[src/rtl/ecph_map.vh]
`ifndef ECPH_MAP_VH
`define ECPH_MAP_VH

// ----------------------------------------------------------------------------
// Command codes
// ----------------------------------------------------------------------------
`define ECPH_CMD_STATUS 8'h50
`define ECPH_CMD_RESET 8'h53
`define ECPH_CMD_SERIAL 8'h56
`define ECPH_CMD_FREE 8'h4E
`define ECPH_CMD_FSTAT 8'h4C
`define ECPH_CMD_CREATE 8'h4D
`define ECPH_CMD_STORE 8'h4B
`define ECPH_CMD_CHCODE 8'h4F
`define ECPH_CMD_ADDR 8'h55
`define ECPH_CMD_IFCFG 8'h57

// ----------------------------------------------------------------------------
// Expected frame lengths in bytes, command byte included
// ----------------------------------------------------------------------------
`define ECPH_LEN_PLAIN 3'h1
`define ECPH_LEN_ONE 3'h2
`define ECPH_LEN_TWO 3'h3
`define ECPH_LEN_THREE 3'h4

// ----------------------------------------------------------------------------
// Status codes
// ----------------------------------------------------------------------------
`define ECPH_ST_OK 8'h00
`define ECPH_ST_OFFSET 8'h02
`define ECPH_ST_TABLE 8'h03
`define ECPH_ST_I2C 8'h05
`define ECPH_ST_WDT 8'h07
`define ECPH_ST_PARITY 8'h09
`define ECPH_ST_CSUM 8'h0A
`define ECPH_ST_UNKNOWN 8'h0B
`define ECPH_ST_LENGTH 8'h0C
`define ECPH_ST_ARG 8'h0D
`define ECPH_ST_WPROT 8'h0E
`define ECPH_ST_CODE 8'h0F
`define ECPH_ST_FIXED 8'h10
`define ECPH_ST_WADDR 8'h11
`define ECPH_ST_NOFIELD 8'h12
`define ECPH_ST_ANALOG 8'h1C
`define ECPH_ST_TXCUR 8'h1D
`define ECPH_ST_SPEED 8'h1F

// ----------------------------------------------------------------------------
// Reset values, reply error flag and field layout
// ----------------------------------------------------------------------------
`define ECPH_CODE_RST 8'h55
`define ECPH_ADDR_RST 8'h40
`define ECPH_MODE_RST 8'hE4
`define ECPH_FREE_WORDS_RST 16'h0380
`define ECPH_ERR_FLAG 8'h80
`define ECPH_ENT_EXISTS 7
`define ECPH_ENT_PROT 6
`define ECPH_ENT_FIXED 5

`endif

[src/rtl/ecph_field_ram.v]
`timescale 1ns/1ps

// ----------------------------------------------------------------------------
// Field table memory with registered read data
// ----------------------------------------------------------------------------
module ecph_field_ram #(
   parameter AW = 3,
   parameter DW = 8
) (
   input wire clk_sys,
   input wire resetn,
   input wire we,
   input wire [AW-1:0] waddr,
   input wire [DW-1:0] wdata,
   input wire [AW-1:0] raddr,
   output reg [DW-1:0] rdata
);

   reg [DW-1:0] mem [0:(1<<AW)-1];

   always @(posedge clk_sys) begin
      if (we) begin
         mem[waddr] <= wdata;
      end
   end

   always @(posedge clk_sys or negedge resetn) begin
      if (!resetn) begin
         rdata <= {DW{1'b0}};
      end else begin
         rdata <= mem[raddr];
      end
   end

endmodule // ecph_field_ram

[src/rtl/ecph_cmd_handler.v]
`timescale 1ns/1ps
`include "ecph_map.vh"

module ecph_cmd_handler #(
   parameter NUM_FIELDS = 8,
   parameter FIELD_AW = 3,
   parameter [15:0] FREE_WORDS = `ECPH_FREE_WORDS_RST,
   parameter [31:0] SERIAL_NUM = 32'h12345678,
   parameter [15:0] PROG_VERSION = 16'h0100
) (
   input wire clk_sys,
   input wire resetn,
   input wire rx_valid,
   input wire [7:0] rx_data,
   input wire rx_last,
   input wire rx_parity_err,
   input wire rx_csum_err,
   input wire tx_ready,
   input wire boot_wdt_cause,
   input wire boot_table_bad,
   input wire boot_i2c_fail,
   input wire boot_offset_bad,
   input wire mon_overspeed,
   input wire mon_analog_range,
   input wire mon_tx_current,
   output reg tx_valid_r,
   output reg [7:0] tx_data_r,
   output reg busy_r,
   output reg [7:0] enc_addr_r,
   output reg [7:0] if_mode_r,
   output reg [7:0] status_r
);

   // -------------------------------------------------------------------------
   // States and local constants
   // -------------------------------------------------------------------------
   localparam [2:0] S_INIT = 3'h0;
   localparam [2:0] S_IDLE = 3'h1;
   localparam [2:0] S_LOOK = 3'h2;
   localparam [2:0] S_EVAL = 3'h3;
   localparam [2:0] S_TX = 3'h4;
   localparam integer LAST_I = NUM_FIELDS - 1;
   localparam [7:0] NF8 = NUM_FIELDS[7:0];
   localparam [FIELD_AW-1:0] LAST_IDX = LAST_I[FIELD_AW-1:0];

   // Expected frame length per command; zero marks an unknown command.
   function [2:0] exp_len;
      input [7:0] c;
      begin
         case (c)
            `ECPH_CMD_STATUS, `ECPH_CMD_RESET, `ECPH_CMD_SERIAL,
            `ECPH_CMD_FREE: exp_len = `ECPH_LEN_PLAIN;
            `ECPH_CMD_FSTAT: exp_len = `ECPH_LEN_ONE;
            `ECPH_CMD_CHCODE, `ECPH_CMD_ADDR,
            `ECPH_CMD_IFCFG: exp_len = `ECPH_LEN_TWO;
            `ECPH_CMD_CREATE, `ECPH_CMD_STORE: exp_len = `ECPH_LEN_THREE;
            default: exp_len = 3'h0;
         endcase
      end
   endfunction

   // -------------------------------------------------------------------------
   // State
   // -------------------------------------------------------------------------
   reg [2:0] state_r;
   reg [FIELD_AW-1:0] init_idx_r;
   reg [7:0] cmd_r;
   reg [7:0] arg1_r;
   reg [7:0] arg2_r;
   reg [7:0] arg3_r;
   reg [2:0] cnt_r;
   reg perr_r;
   reg cerr_r;
   reg [7:0] code_r;
   reg [15:0] free_r;
   reg [7:0] txb_r [0:6];
   reg [2:0] tx_len_r;
   reg [2:0] tx_idx_r;
   reg speed_q_r;
   reg analog_q_r;
   reg txcur_q_r;
   reg [7:0] ev_code;
   reg [15:0] avail;
   integer i;

   wire [7:0] ent;
   wire fld_ok = (arg1_r < NF8);
   wire exists = fld_ok & ent[`ECPH_ENT_EXISTS];
   wire [7:0] ent_size = {3'h0, ent[4:0]};
   wire [7:0] new_size = {3'h0, arg2_r[4:0]};
   wire ram_we;
   wire [FIELD_AW-1:0] ram_waddr;
   wire [7:0] ram_wdata;

   // -------------------------------------------------------------------------
   // Field table
   // -------------------------------------------------------------------------
   assign ram_we = (state_r == S_INIT) ||
                   (state_r == S_EVAL && cmd_r == `ECPH_CMD_CREATE && ev_code == `ECPH_ST_OK);
   assign ram_waddr = (state_r == S_INIT) ? init_idx_r : arg1_r[FIELD_AW-1:0];
   assign ram_wdata = (state_r == S_INIT) ? 8'h00 :
                      {1'b1, arg2_r[7], arg2_r[6], arg2_r[4:0]};

   ecph_field_ram #(
      .AW(FIELD_AW),
      .DW(8)
   ) u_ram (
      .clk_sys(clk_sys),
      .resetn(resetn),
      .we(ram_we),
      .waddr(ram_waddr),
      .wdata(ram_wdata),
      .raddr(arg1_r[FIELD_AW-1:0]),
      .rdata(ent)
   );

   // -------------------------------------------------------------------------
   // Command evaluation
   // -------------------------------------------------------------------------
   always @* begin
      avail = free_r + (exists ? {8'h00, ent_size} : 16'h0000);
      ev_code = `ECPH_ST_OK;
      if (perr_r) begin
         ev_code = `ECPH_ST_PARITY;
      end else if (cerr_r) begin
         ev_code = `ECPH_ST_CSUM;
      end else if (exp_len(cmd_r) == 3'h0) begin
         ev_code = `ECPH_ST_UNKNOWN;
      end else if (cnt_r != exp_len(cmd_r)) begin
         ev_code = `ECPH_ST_LENGTH;
      end else begin
         case (cmd_r)
            `ECPH_CMD_FSTAT: begin
               if (!exists) ev_code = `ECPH_ST_NOFIELD;
            end
            `ECPH_CMD_STORE: begin
               if (!exists) ev_code = `ECPH_ST_NOFIELD;
               else if (ent[`ECPH_ENT_PROT]) ev_code = `ECPH_ST_WPROT;
               else if (arg2_r >= ent_size) ev_code = `ECPH_ST_WADDR;
            end
            `ECPH_CMD_CREATE: begin
               if (!fld_ok) ev_code = `ECPH_ST_ARG;
               else if (arg3_r != code_r) ev_code = `ECPH_ST_CODE;
               else if (exists && ent[`ECPH_ENT_FIXED]) ev_code = `ECPH_ST_FIXED;
               else if ({8'h00, new_size} > avail) ev_code = `ECPH_ST_ARG;
            end
            `ECPH_CMD_CHCODE, `ECPH_CMD_ADDR, `ECPH_CMD_IFCFG: begin
               if (arg1_r != code_r) ev_code = `ECPH_ST_CODE;
            end
            default: ev_code = `ECPH_ST_OK;
         endcase
      end
   end

   // -------------------------------------------------------------------------
   // Sequencer, reply and status
   // -------------------------------------------------------------------------
   always @(posedge clk_sys or negedge resetn) begin
      if (!resetn) begin
         state_r <= S_INIT;
         init_idx_r <= {FIELD_AW{1'b0}};
         cmd_r <= 8'h00;
         arg1_r <= 8'h00;
         arg2_r <= 8'h00;
         arg3_r <= 8'h00;
         cnt_r <= 3'h0;
         perr_r <= 1'b0;
         cerr_r <= 1'b0;
         code_r <= `ECPH_CODE_RST;
         free_r <= FREE_WORDS;
         enc_addr_r <= `ECPH_ADDR_RST;
         if_mode_r <= `ECPH_MODE_RST;
         status_r <= `ECPH_ST_OK;
         for (i = 0; i < 7; i = i + 1) begin
            txb_r[i] <= 8'h00;
         end
         tx_len_r <= 3'h0;
         tx_idx_r <= 3'h0;
         tx_valid_r <= 1'b0;
         tx_data_r <= 8'h00;
         busy_r <= 1'b1;
         speed_q_r <= 1'b0;
         analog_q_r <= 1'b0;
         txcur_q_r <= 1'b0;
      end else begin
         speed_q_r <= mon_overspeed;
         analog_q_r <= mon_analog_range;
         txcur_q_r <= mon_tx_current;
         case (state_r)
            S_INIT: begin
               init_idx_r <= init_idx_r + 1'b1;
               if (init_idx_r == LAST_IDX) begin
                  state_r <= S_IDLE;
                  busy_r <= 1'b0;
                  if (boot_wdt_cause) status_r <= `ECPH_ST_WDT;
                  else if (boot_table_bad) status_r <= `ECPH_ST_TABLE;
                  else if (boot_i2c_fail) status_r <= `ECPH_ST_I2C;
                  else if (boot_offset_bad) status_r <= `ECPH_ST_OFFSET;
               end
            end
            S_IDLE: begin
               if (rx_valid) begin
                  case (cnt_r)
                     3'h0: cmd_r <= rx_data;
                     3'h1: arg1_r <= rx_data;
                     3'h2: arg2_r <= rx_data;
                     3'h3: arg3_r <= rx_data;
                     default: cmd_r <= cmd_r;
                  endcase
                  if (cnt_r != 3'h7) cnt_r <= cnt_r + 1'b1;
                  if (rx_parity_err) perr_r <= 1'b1;
                  if (rx_last) begin
                     cerr_r <= rx_csum_err;
                     state_r <= S_LOOK;
                     busy_r <= 1'b1;
                  end
               end
            end
            S_LOOK: begin
               state_r <= S_EVAL;
            end
            S_EVAL: begin
               state_r <= S_TX;
               tx_idx_r <= 3'h0;
               tx_valid_r <= 1'b1;
               cnt_r <= 3'h0;
               perr_r <= 1'b0;
               cerr_r <= 1'b0;
               txb_r[0] <= cmd_r;
               tx_data_r <= cmd_r;
               tx_len_r <= 3'h1;
               if (ev_code != `ECPH_ST_OK) begin
                  // Nothing but the error reply and the status change here.
                  status_r <= ev_code;
                  txb_r[0] <= cmd_r | `ECPH_ERR_FLAG;
                  tx_data_r <= cmd_r | `ECPH_ERR_FLAG;
                  txb_r[1] <= ev_code;
                  tx_len_r <= 3'h2;
               end else begin
                  case (cmd_r)
                     `ECPH_CMD_SERIAL: begin
                        txb_r[1] <= SERIAL_NUM[31:24];
                        txb_r[2] <= SERIAL_NUM[23:16];
                        txb_r[3] <= SERIAL_NUM[15:8];
                        txb_r[4] <= SERIAL_NUM[7:0];
                        txb_r[5] <= PROG_VERSION[15:8];
                        txb_r[6] <= PROG_VERSION[7:0];
                        tx_len_r <= 3'h7;
                     end
                     `ECPH_CMD_FREE: begin
                        txb_r[1] <= free_r[15:8];
                        txb_r[2] <= free_r[7:0];
                        tx_len_r <= 3'h3;
                     end
                     `ECPH_CMD_FSTAT: begin
                        txb_r[1] <= ent;
                        tx_len_r <= 3'h2;
                     end
                     `ECPH_CMD_STATUS: begin
                        txb_r[1] <= status_r;
                        tx_len_r <= 3'h2;
                     end
                     `ECPH_CMD_RESET: status_r <= `ECPH_ST_OK;
                     `ECPH_CMD_CREATE: free_r <= avail - {8'h00, new_size};
                     `ECPH_CMD_CHCODE: code_r <= arg2_r;
                     `ECPH_CMD_ADDR: enc_addr_r <= arg2_r;
                     `ECPH_CMD_IFCFG: if_mode_r <= arg2_r;
                     default: tx_len_r <= 3'h1;
                  endcase
               end
            end
            S_TX: begin
               if (tx_ready) begin
                  if (tx_idx_r == tx_len_r - 1'b1) begin
                     tx_valid_r <= 1'b0;
                     state_r <= S_IDLE;
                     busy_r <= 1'b0;
                  end else begin
                     tx_idx_r <= tx_idx_r + 1'b1;
                     tx_data_r <= txb_r[tx_idx_r + 1'b1];
                  end
               end
            end
            default: begin
               state_r <= S_IDLE;
               busy_r <= 1'b0;
            end
         endcase
         // Monitor events come last so a new fault beats a clear.
         if (mon_overspeed && !speed_q_r) status_r <= `ECPH_ST_SPEED;
         else if (mon_analog_range && !analog_q_r) status_r <= `ECPH_ST_ANALOG;
         else if (mon_tx_current && !txcur_q_r) status_r <= `ECPH_ST_TXCUR;
      end
   end

endmodule // ecph_cmd_handler

[config.mk]
export PLATFORM = sky130hd
export DESIGN_NAME = ecph_cmd_handler
export DESIGN_NICKNAME = d
export VERILOG_FILES = /design/src/rtl/ecph_field_ram.v /design/src/rtl/ecph_cmd_handler.v
export VERILOG_INCLUDE_DIRS = /design/src /design/src/rtl
export SDC_FILE = /design/constraint.sdc
export NUM_CORES = 1
export LEC_CHECK = 0
export ABC_AREA = 1
export BUFFER_PORTS_ARGS = -buffer_cell sky130_fd_sc_hd__buf_2
export CAP_MARGIN = 20
export CORE_MARGIN = 4
export CORE_UTILIZATION = 28
export CTS_CLUSTER_SIZE = 30
export DETAILED_ROUTE_END_ITERATION = 6
export PLACE_DENSITY = 0.49
export SLEW_MARGIN = 40
export SYNTH_ARGS = -nofsm -noshare
export SYNTH_HDL_FRONTEND = slang
export SYNTH_SLANG_ARGS = --single-unit
[constraint.sdc]
create_clock -name clk_sys -period 5.02 [get_ports clk_sys]
set_input_delay 0.251 -clock clk_sys [delete_from_list [all_inputs] [get_ports clk_sys]]
set_output_delay 0.251 -clock clk_sys [all_outputs]
set_load 0.005 [all_outputs]
# Word-level counts from Yosys, hierarchy flattened
# Memories as Yosys holds them, arrays and structs flattened. A register that Yosys moved wholly into a read port is not among the register bits.
# Cells that the tools add are included.
dict set report totals {
  in_bits 22
  out_inout_bits 34
  ramBits 64
  n_memories 1
  reg_bits 136
}
# memory depth width read_ports rd_ports_with_merged_regs write_ports line
set memory_table {}
lappend memory_table {u_ram.mem 8 8 1 1 1 ecph_field_ram.v:19} ;# reg [DW-1:0] mem [0:(1<<AW)-1];
dict set report op_classes {
  muxes 73
  n_lt_le_gt_ge 4
  n_reduce_logical 45
  add_sub_neg 6
  eq_ne 34
  bitwise 4
}
# op count
set op_table {}
lappend op_table {{$mux W8} 21}
lappend op_table {{$eq A8 B7 Y1 const B} 10}
lappend op_table {{$pmux W8 S4} 2}
lappend op_table {{$mux W3} 16}
lappend op_table {{$pmux W8 S2} 3}
lappend op_table {{$reduce_and A3 Y1} 15}
lappend op_table {{$mux W5} 8}
lappend op_table {{$bmux W8 S3} 1}
lappend op_table {{$add A16 B5 Y16} 1}
lappend op_table {{$gt A5 B16 Y1} 1}
lappend op_table {{$ne A8 B8 Y1} 2}
lappend op_table {{$sub A16 B5 Y16} 1}
lappend op_table {{$pmux W3 S5} 1}
lappend op_table {{$ne A2 B2 Y1 const B} 7}
lappend op_table {{$eq A3 B2 Y1 const B} 4}
lappend op_table {{$pmux W3 S2} 2}
lappend op_table {{$pmux W3 S4} 1}
lappend op_table {{$mux W1} 11}
lappend op_table {{$reduce_bool A5 Y1} 2}
lappend op_table {{$add A3 B1 Y3 const B} 3}
lappend op_table {{$logic_not A3 Y1} 3}
lappend op_table {{$pmux W3 S3} 1}
lappend op_table {{$ge A8 B5 Y1} 1}
lappend op_table {{$logic_not A8 Y1} 1}
lappend op_table {{30 further kinds} 48}

# Longest topological paths before layout
# Gate-level depths: netlist of run 1.
dict set report depth {
  word_depth 20
  depth_mapped 31
  depth_no_buf 31
}

# By module
# From an unflattened synthesis of run 1, not the netlist that was laid out.
dict set report hier_totals {
  cells_unflattened 1298
  hier_area_um2 10740.3
}
# module area_per_inst_um2 seq_area_each_um2 n_inst cells_per_inst
set modules_own_cells {}
lappend modules_own_cells {ecph_cmd_handler 7649.8 3319.4 1 995}
lappend modules_own_cells {ecph_field_ram 3090.5 2122.0 1 303}

# Worst setup path after synthesis of run 1
# No wires, ideal clock.
dict set report synth_timing {
  path_kind {reg2reg}
  from {register arg1_r[5]}
  to {memory u_ram.mem[7][0], enable pin}
  stages_incl_launch_ff 31
  arrival_ns 4.021
  setup_ns 0.370
  required_time_ns 4.650
  path_buffers 0
  setup_slack_ns 0.628
  cell_sequence {dfrtp_1 nor3_1 nand3_1 nor2_2 inv_1 nor2_1 ha_1 inv_1 fa_1 inv_1 nand3_1 nand3_1 xor2_1 ha_1 a21o_1 nor2_1 nand3_1 nor2_1 nand3_1 nand2_1 nand2_1 nand4_2 nor2_4 nand2_4 inv_2 nand2_2 nor2_4 inv_2 nand2_1 nand2_1 nor2_1}
}
dict set report synth_between {
  elab_chain_cells 19
}
# element line
set synth_lines {}
lappend synth_lines {{start, declared} ecph_cmd_handler.v:68} ;# reg [7:0] arg1_r;
lappend synth_lines {{start signal, assigned} ecph_cmd_handler.v:205} ;# 3'h1: arg1_r <= rx_data;
lappend synth_lines {{$lt A8 B4 Y1} ecph_cmd_handler.v:87} ;# wire fld_ok = (arg1_r < NF8);
lappend synth_lines {{$and A1 B1 Y1} ecph_cmd_handler.v:88} ;# wire exists = fld_ok & ent[`ECPH_ENT_EXISTS];
lappend synth_lines {{$mux W5} ecph_cmd_handler.v:121} ;# avail = free_r + (exists ? {8'h00, ent_size} : 16'h0000);
lappend synth_lines {{$add A16 B5 Y16} ecph_cmd_handler.v:121}
lappend synth_lines {{$gt A5 B16 Y1} ecph_cmd_handler.v:145} ;# else if ({8'h00, new_size} > avail) ev_code = `ECPH_ST_ARG;
lappend synth_lines {{$mux W4} ecph_cmd_handler.v:145}
lappend synth_lines {{$mux W5} ecph_cmd_handler.v:144} ;# else if (exists && ent[`ECPH_ENT_FIXED]) ev_code = `ECPH_ST_FIXED;
lappend synth_lines {{$mux W5} ecph_cmd_handler.v:143} ;# else if (arg3_r != code_r) ev_code = `ECPH_ST_CODE;
lappend synth_lines {{[... 3 more ...]} n/a}
lappend synth_lines {{$mux W8 (*)} ecph_cmd_handler.v:127} ;# end else if (exp_len(cmd_r) == 3'h0) begin
lappend synth_lines {{$mux W8 (*)} ecph_cmd_handler.v:125} ;# end else if (cerr_r) begin
lappend synth_lines {{$mux W8 (*)} ecph_cmd_handler.v:123} ;# if (perr_r) begin
lappend synth_lines {{$logic_not A8 Y1 (no source line) (*)} n/a}
lappend synth_lines {{$logic_and A1 B1 Y1 (no source line) (*)} n/a}
lappend synth_lines {{$logic_or A1 B1 Y1 (*)} ecph_cmd_handler.v:98} ;# assign ram_we = (state_r == S_INIT) ||
lappend synth_lines {{$mux W1 (*)} ecph_field_ram.v:22} ;# if (we) begin
lappend synth_lines {{$mux W1 (not written as such) (*)} ecph_field_ram.v:23} ;# mem[waddr] <= wdata;
lappend synth_lines {{end, declared} ecph_field_ram.v:19}
# Mark *: on every way between the ends. The rest lies on a longest branch, timed or not.

# Worst setup path after layout of run 1
dict set report layout_timing {
  from {register arg1_r[5]}
  to {memory u_ram.mem[6][1], enable pin}
}
# The elaborated chain is that of the path after synthesis.

==> impl_metrics.csv, run 1 <==
group,metric,value,unit
routing,dr_total_vias,8330,
global_routing,grt_max_degree,100,
power,seq_power_share,0.371,
synth,ys_warn_count,0,
clock_network,clkTransAtPathRegs,60,ps
finish,antenna_cells,0,
power,leakage,5.74,nW
timing,setup_tns,0,ps
setup_path,end_kind,"register",
global_routing,overflow,0,
synth,synth-xor-area-share,0.0285,
placement,dp_hpwl,22000,um
setup_path,startpoint_type,"register",
worst_hold_path,hp-class,"input port to register",
synth,async_flop_share,0.686,
global_routing,grt_pass1_wl,47600,um
floorplanning,fp-row-count,70,
synth,synth_edf_count,64,
finish,multi_input_area,4370,um2
worst_hold_path,worstHoldStart,"rx_last",
floorplanning,io_pins,56,
power,p_int,4.13,mW
synth,yosys.area_share.simple,0.224,
clock_network,cts_num_sinks,204,
routing,ant_nets,0,
setup_path,cp_slowest_cell,"dfrtp_1",
flow_run,drv_cap,0,
global_routing,antenna_found_initial,0,
synth,synthAdderAreaFrac,0.0337,
power,power.switching,2.81,mW
synth,syn_area,10500,um2
worst_hold_path,hold_depth,4,
power,powerDensity,567,nW/um2
synth,synth-main-ff-cell,"dfrtp_1",
synth,syn_avg_cell_area,8.68,um2
setup_path,timing.rr.start,"arg1_r[5]",
routing,via_per_inst,4.72,
synth,synth-compound-area-share,0.122,
timing,setup_ws,398,ps
setup_path,path_max_fanout,8,
setup_path,r2r_cells,32,
timing,hold_viol_final,0,
global_routing,grt_pass1_vias,8299,
routing,drt_iter0_markers,452,
global_routing,gr-usage-all-layers,0.146,
finish,mostFrequentLayoutCells,"nand2_1, nor2_1, inv_1",
timing,maxSlewHeadroom,0.448,
timing,worstMarginPinSlew,826,ps
worst_hold_path,worstHoldEndpoint,"state_r[0]",
setup_path,crit_top_cell,"nand3_1",
timing,skew,13.3,ps
setup_path,worstReg2RegEnd,"u_ram.mem[6][1]",
timing,setup_violations,0,
finish,drive_gt1_frac,0.152,
routing,dr.pass1.iters,5,
synth,ys_seq_area_frac,0.520,
routing,post_drt_wl_per_cell,17.0,um
setup_path,cp.arrival,4850,ps
placement,globalplace.congestion,0.870,
finish,final_util,0.333,
clock_network,clock_tree.root_cell,"clkbuf_16",
synth,ys_ff_latch,204,
synth,synth_mux_area_frac,0.00108,
timing,worst_hold_slack,43.8,ps
clock_network,insertion_delay,530,ps
synth,syn_inst,1205,
placement,pre_cts_ws,64.1,ps
finish,regArea,5440,um2
power,switching_share,0.405,
clock_network,clockBufferDepth,3,
power,clockPowerShare,0.251,
finish,fillers,3839,
clock_network,h-tree-depth,1,
setup_path,rrSetupSlack,400,ps
timing,fmax,216,MHz
finish,final_common_cell,"nand2_1",
floorplanning,dieArea,40500,um2
floorplanning,die_x,201,um
timing,final_max_slew_viol_count,0,
finish,syn_to_final_growth,17.0,%
setup_path,cp.required,5250,ps
timing,min_period,4620,ps
routing,route.detailed.drc,0,
floorplanning,fp.dieH,201,um
routing,wl,30000,um
floorplanning,initial_core_util,0.285,
synth,synth_top_family_by_area,"simple AND/OR/NAND/NOR gates",
status,status,"finished, final reports clean",
clock_network,cts_buffers,24,
power,ir_drop,0.000260,V
floorplanning,coreArea,36700,um2
setup_path,slowest_delay,420,ps
finish,nNetsFinal,1326,
timing,timing.final.crit_share,0.921,
setup_path,setup.worst_path.class,"register to register",
placement,numPortBuffers,52,
power,combPwrFrac,0.378,
synth,yosysUniqueCellTypes,53,
clock_network,cts_tree,"done",
## routing by layer
metal / wire (um) / global-route usage / up-vias
li1: - / - / 4121
met1: 14600 / 0.207 / 4017
met2: 13700 / 0.236 / 153
met3: 1130 / 0.0245 / 39
met4: 624 / 0.0349 / 0
met5: 0 / 0 / -
## registers in the layout (all words and copies together), names as in the netlist, 5 cells and up
signal	cells
u_ram.mem	64
u_ram.rdata	8
arg1_r	8
if_mode_r	8
arg2_r	8
status_r	5
tx_data_r	8
free_r	16
txb_r	25
code_r	8
arg3_r	8
cmd_r	8
enc_addr_r	8
## cell type report
cell class / instances / share of cell area
tap: 468 / 0.0479
clock inverter: 15 / 0.0108
multi-input combinational: 822 / 0.357
timing repair buffer: 77 / 0.0403
clock buffer: 29 / 0.0532
sequential: 204 / 0.445
inverter: 148 / 0.0454
## cells by family after synthesis
kind of cell               count (synthesis)
DFF                                      204
other                                      1
AOI/OAI and AO/OA                        226
and+or+nand+nor                          531
muxes                                      1
adders and majority gates                 27
buffers and inverters                    181
xor gates and xnor gates                  34
## power groups by stage
stage	registers [mW]	clock network [mW]	logic, mW
after floorplan	2.48	0	1.74
after CTS	2.57	1.80	2.56
after global placement	2.59	0	2.52
after detailed placement	2.60	0	2.54
final	2.57	1.75	2.62
after global routing	2.62	1.86	2.98
## synth_stat cells, types with 14 or more instances
cell      count  area share
a21oi_1      27       0.013
a31oi_1      14      0.0084
clkbuf_1     22      0.0079
dfrtp_1     127        0.30
edfxtp_1     64        0.18
ha_1         25       0.030
inv_1       131       0.047
nand2_1     274       0.098
nand3_1      63       0.030
nand4_1      14      0.0084
nor2_1      142       0.051
o21ai_0     115       0.055
o21ai_1      23       0.011
o22ai_1      16      0.0096
xor2_1       21       0.018
## metrics by stage
step | power [mW] | std cells | area, um2
after floorplan | 4.22 | 1207 | 10500
after global placement | 5.12 | 1711 | 11300
after detailed placement | 5.14 | 1711 | 11300
after CTS | 6.92 | 1761 | 12100
after global routing | 7.46 | 1763 | 12200
final | 6.94 | 1763 | 12200
## what timing repair did
action / in CTS / in global routing
setup endpoints to repair: 0 / 70
buffers inserted: 0 / 1
endpoints found under the hold margin: 98 / 0
hold buffers: 6 / 0
gates resized for setup: 0 / 19
## worst max-delay path by stage
| stage | start | endpoint | slack [ps] | cells after the start |
|---|---|---|---|---|
| final | arg1_r[5] | u_ram.mem[6][1] | 400 | 32 |
| after global routing | arg1_r[5] | u_ram.mem[6][4] | -30 | 31 |
| after CTS | arg1_r[5] | u_ram.mem[2][3] | 50 | 30 |
| after detailed placement | arg1_r[5] | u_ram.mem[2][7] | 60 | 30 |
| after global placement | arg1_r[5] | u_ram.mem[4][1] | 200 | 30 |
| after floorplan | arg1_r[5] | u_ram.mem[7][0] | 630 | 30 |
## worst max-delay path, delay by kind of cell, from the launching register on
family,cells,cell delay (ps)
AO/OA/AOI/OAI,1,140
AND/OR/NAND/NOR,20,2100
adder cells (fa/ha/maj),3,890
flip-flops,1,420
XOR/XNOR,1,90
buffers and inverters,7,690
(Power assumes the default switching activity.)
==> inputs of run 2 (changes only) <==
--- a/config.mk
+++ b/config.mk
@@ -7,13 +7,13 @@
 export NUM_CORES = 1
 export LEC_CHECK = 0
 export ABC_AREA = 1
-export BUFFER_PORTS_ARGS = -buffer_cell sky130_fd_sc_hd__buf_2
 export CAP_MARGIN = 20
 export CORE_MARGIN = 4
-export CORE_UTILIZATION = 28
+export CORE_UTILIZATION = 60
 export CTS_CLUSTER_SIZE = 30
 export DETAILED_ROUTE_END_ITERATION = 6
-export PLACE_DENSITY = 0.49
+export DONT_BUFFER_PORTS = 1
+export PLACE_DENSITY = 0.82
 export SLEW_MARGIN = 40
 export SYNTH_ARGS = -nofsm -noshare
 export SYNTH_HDL_FRONTEND = slang
==> run 2 against run 1 <==
Net effect: combinational power decreased by 5%; global-route usage increased by 12 points; core utilization increased by 34 points; setup slack got worse by 69 ps; clock power decreased by 11%; die area decreased by 52%; clock skew about the same.
==> impl_metrics.csv, run 2 (synthesis gave the netlist of run 1 again) <==
group,metric,value,unit
timing,min_period,4690,ps
routing,drt_iter0_markers,771,
placement,numPortBuffers,0,
floorplanning,dieArea,19600,um2
floorplanning,die_x,140,um
global_routing,antenna_found_initial,0,
placement,pre_cts_ws,147,ps
placement,globalplace.congestion,0.963,
routing,dr.max_layer_used,"met4",
floorplanning,io_pins,56,
finish,final_common_cell,"nand2_1",
timing,fmax,213,MHz
floorplanning,initial_core_util,0.609,
setup_path,crit_buf_inv,6,
floorplanning,fp.dieH,140,um
global_routing,overflow,0,
floorplanning,coreArea,17200,um2
routing,wl,26000,um
finish,largest_reg_flops,64,
flow_run,drv_cap,0,
timing,setup_violations,0,
status,status,"finished, final reports clean",
finish,antenna_cells,0,
setup_path,path_max_fanout,8,
setup_path,setup.worst_path.class,"register to register",
timing,timing.final.crit_share,0.934,
placement,dp.cells,1413,
routing,dr.pass1.iters,5,
placement,dp_hpwl,18300,um
routing,via_per_inst,5.78,
global_routing,grt_pass1_vias,8109,
power,powerDensity,570,nW/um2
timing,worst_hold_slack,26.7,ps
power,leakage,5.51,nW
global_routing,gr-usage-all-layers,0.265,
finish,nNetsFinal,1278,
setup_path,cp.arrival,4910,ps
timing,setup_ws,329,ps
clock_network,cts_tree,"done",
routing,route.detailed.drc,0,
power,ir_drop,0.000347,V
finish,stdcell_count,1470,
clock_network,clock_tree.root_cell,"clkbuf_16",
routing,post_drt_wl_per_cell,17.7,um
routing,dr_total_vias,8495,
routing,ant_nets,0,
finish,reg_top3,"u_ram.mem (64), txb_r (25), free_r (16)",
setup_path,slowest_delay,420,ps
setup_path,end_kind,"register",
floorplanning,fp-row-count,48,
worst_hold_path,hp-class,"input port to register",
timing,final_max_slew_viol_count,0,
routing,met2_length,11900,um
timing,skew,13.1,ps
setup_path,critPathTopFamily,"simple AND/OR/NAND/NOR gates",
setup_path,cp.required,5240,ps
setup_path,cp_slowest_cell,"fa_1",
clock_network,clkTransAtPathRegs,60,ps
clock_network,insertion_delay,520,ps
finish,syn_to_final_growth,11.0,%
timing,worstMarginPinSlew,771,ps
finish,drive_gt1_frac,0.108,
clock_network,clockBufferDepth,3,
clock_network,cts_num_sinks,204,
global_routing,grt_pass1_wl,42000,um
finish,top_register,"u_ram.mem",
routing,wl_met3,2090,um
timing,hold_viol_final,0,
global_routing,grt_max_degree,141,
routing,drt-met1-wl,11000,um
setup_path,startpoint_type,"register",
finish,mostFrequentLayoutCells,"nand2_1, nor2_1, inv_1",
clock_network,h-tree-depth,1,
clock_network,cts_buffers,22,
timing,maxSlewHeadroom,0.484,
-- run 2: layout make-up --
type	count	area (um2)
clock buffers	27	579
clock inverters	13	120
inverters	148	556
flip-flops and latches	204	5440
multi-input cells	822	4350
repair buffers	31	288
well taps	225	282
fillers	1325	5570
-- run 2: final timing paths --
check / start / end / slack, ps / cells past startpoint
min in group asynchronous: resetn / txb_r[32] / 400 / 2
max: arg1_r[5] / u_ram.mem[7][7] / 330 / 31
max in group asynchronous: resetn / txb_r[52] / 4020 / 2
min reg2reg: txb_r[32] / txb_r[32] / 480 / 2
min: rx_data[2] / arg2_r[2] / 30 / 2
max reg2reg: arg1_r[5] / u_ram.mem[7][7] / 330 / 31
-- run 2: metal layers --
layer / vias to the layer above / global-route usage
li1: 4025 / -
met1: 3994 / 0.363
met2: 387 / 0.421
met3: 89 / 0.0536
met4: 0 / 0.105
met5: - / 0
-- run 2: per-stage QoR --
stage / TNS, ps / cell area (um2) / util / power (mW)
after floorplan: 0 / 10500 / - / 4.22
after global placement: 0 / 10700 / 0.622 / 4.85
after detailed placement: 0 / 10700 / 0.622 / 4.92
after CTS: 0 / 11600 / 0.672 / 6.53
after global routing: -104 / 11600 / 0.676 / 7.05
final: 0 / 11600 / 0.676 / 6.62
-- run 2: where the power goes --
group          leakage (nW)  switching [mW]  internal (mW)  total, mW
logic                  2.82            1.70          0.787       2.48
registers              2.35           0.318           2.26       2.58
clock network         0.335           0.672          0.883       1.56
-- run 2: timing repair --
action,CTS,global route
endpoints found under the hold margin,166,0
hold buffers,15,0
buffers inserted,0,2
setup endpoints to repair,0,72
gates resized for setup,0,12
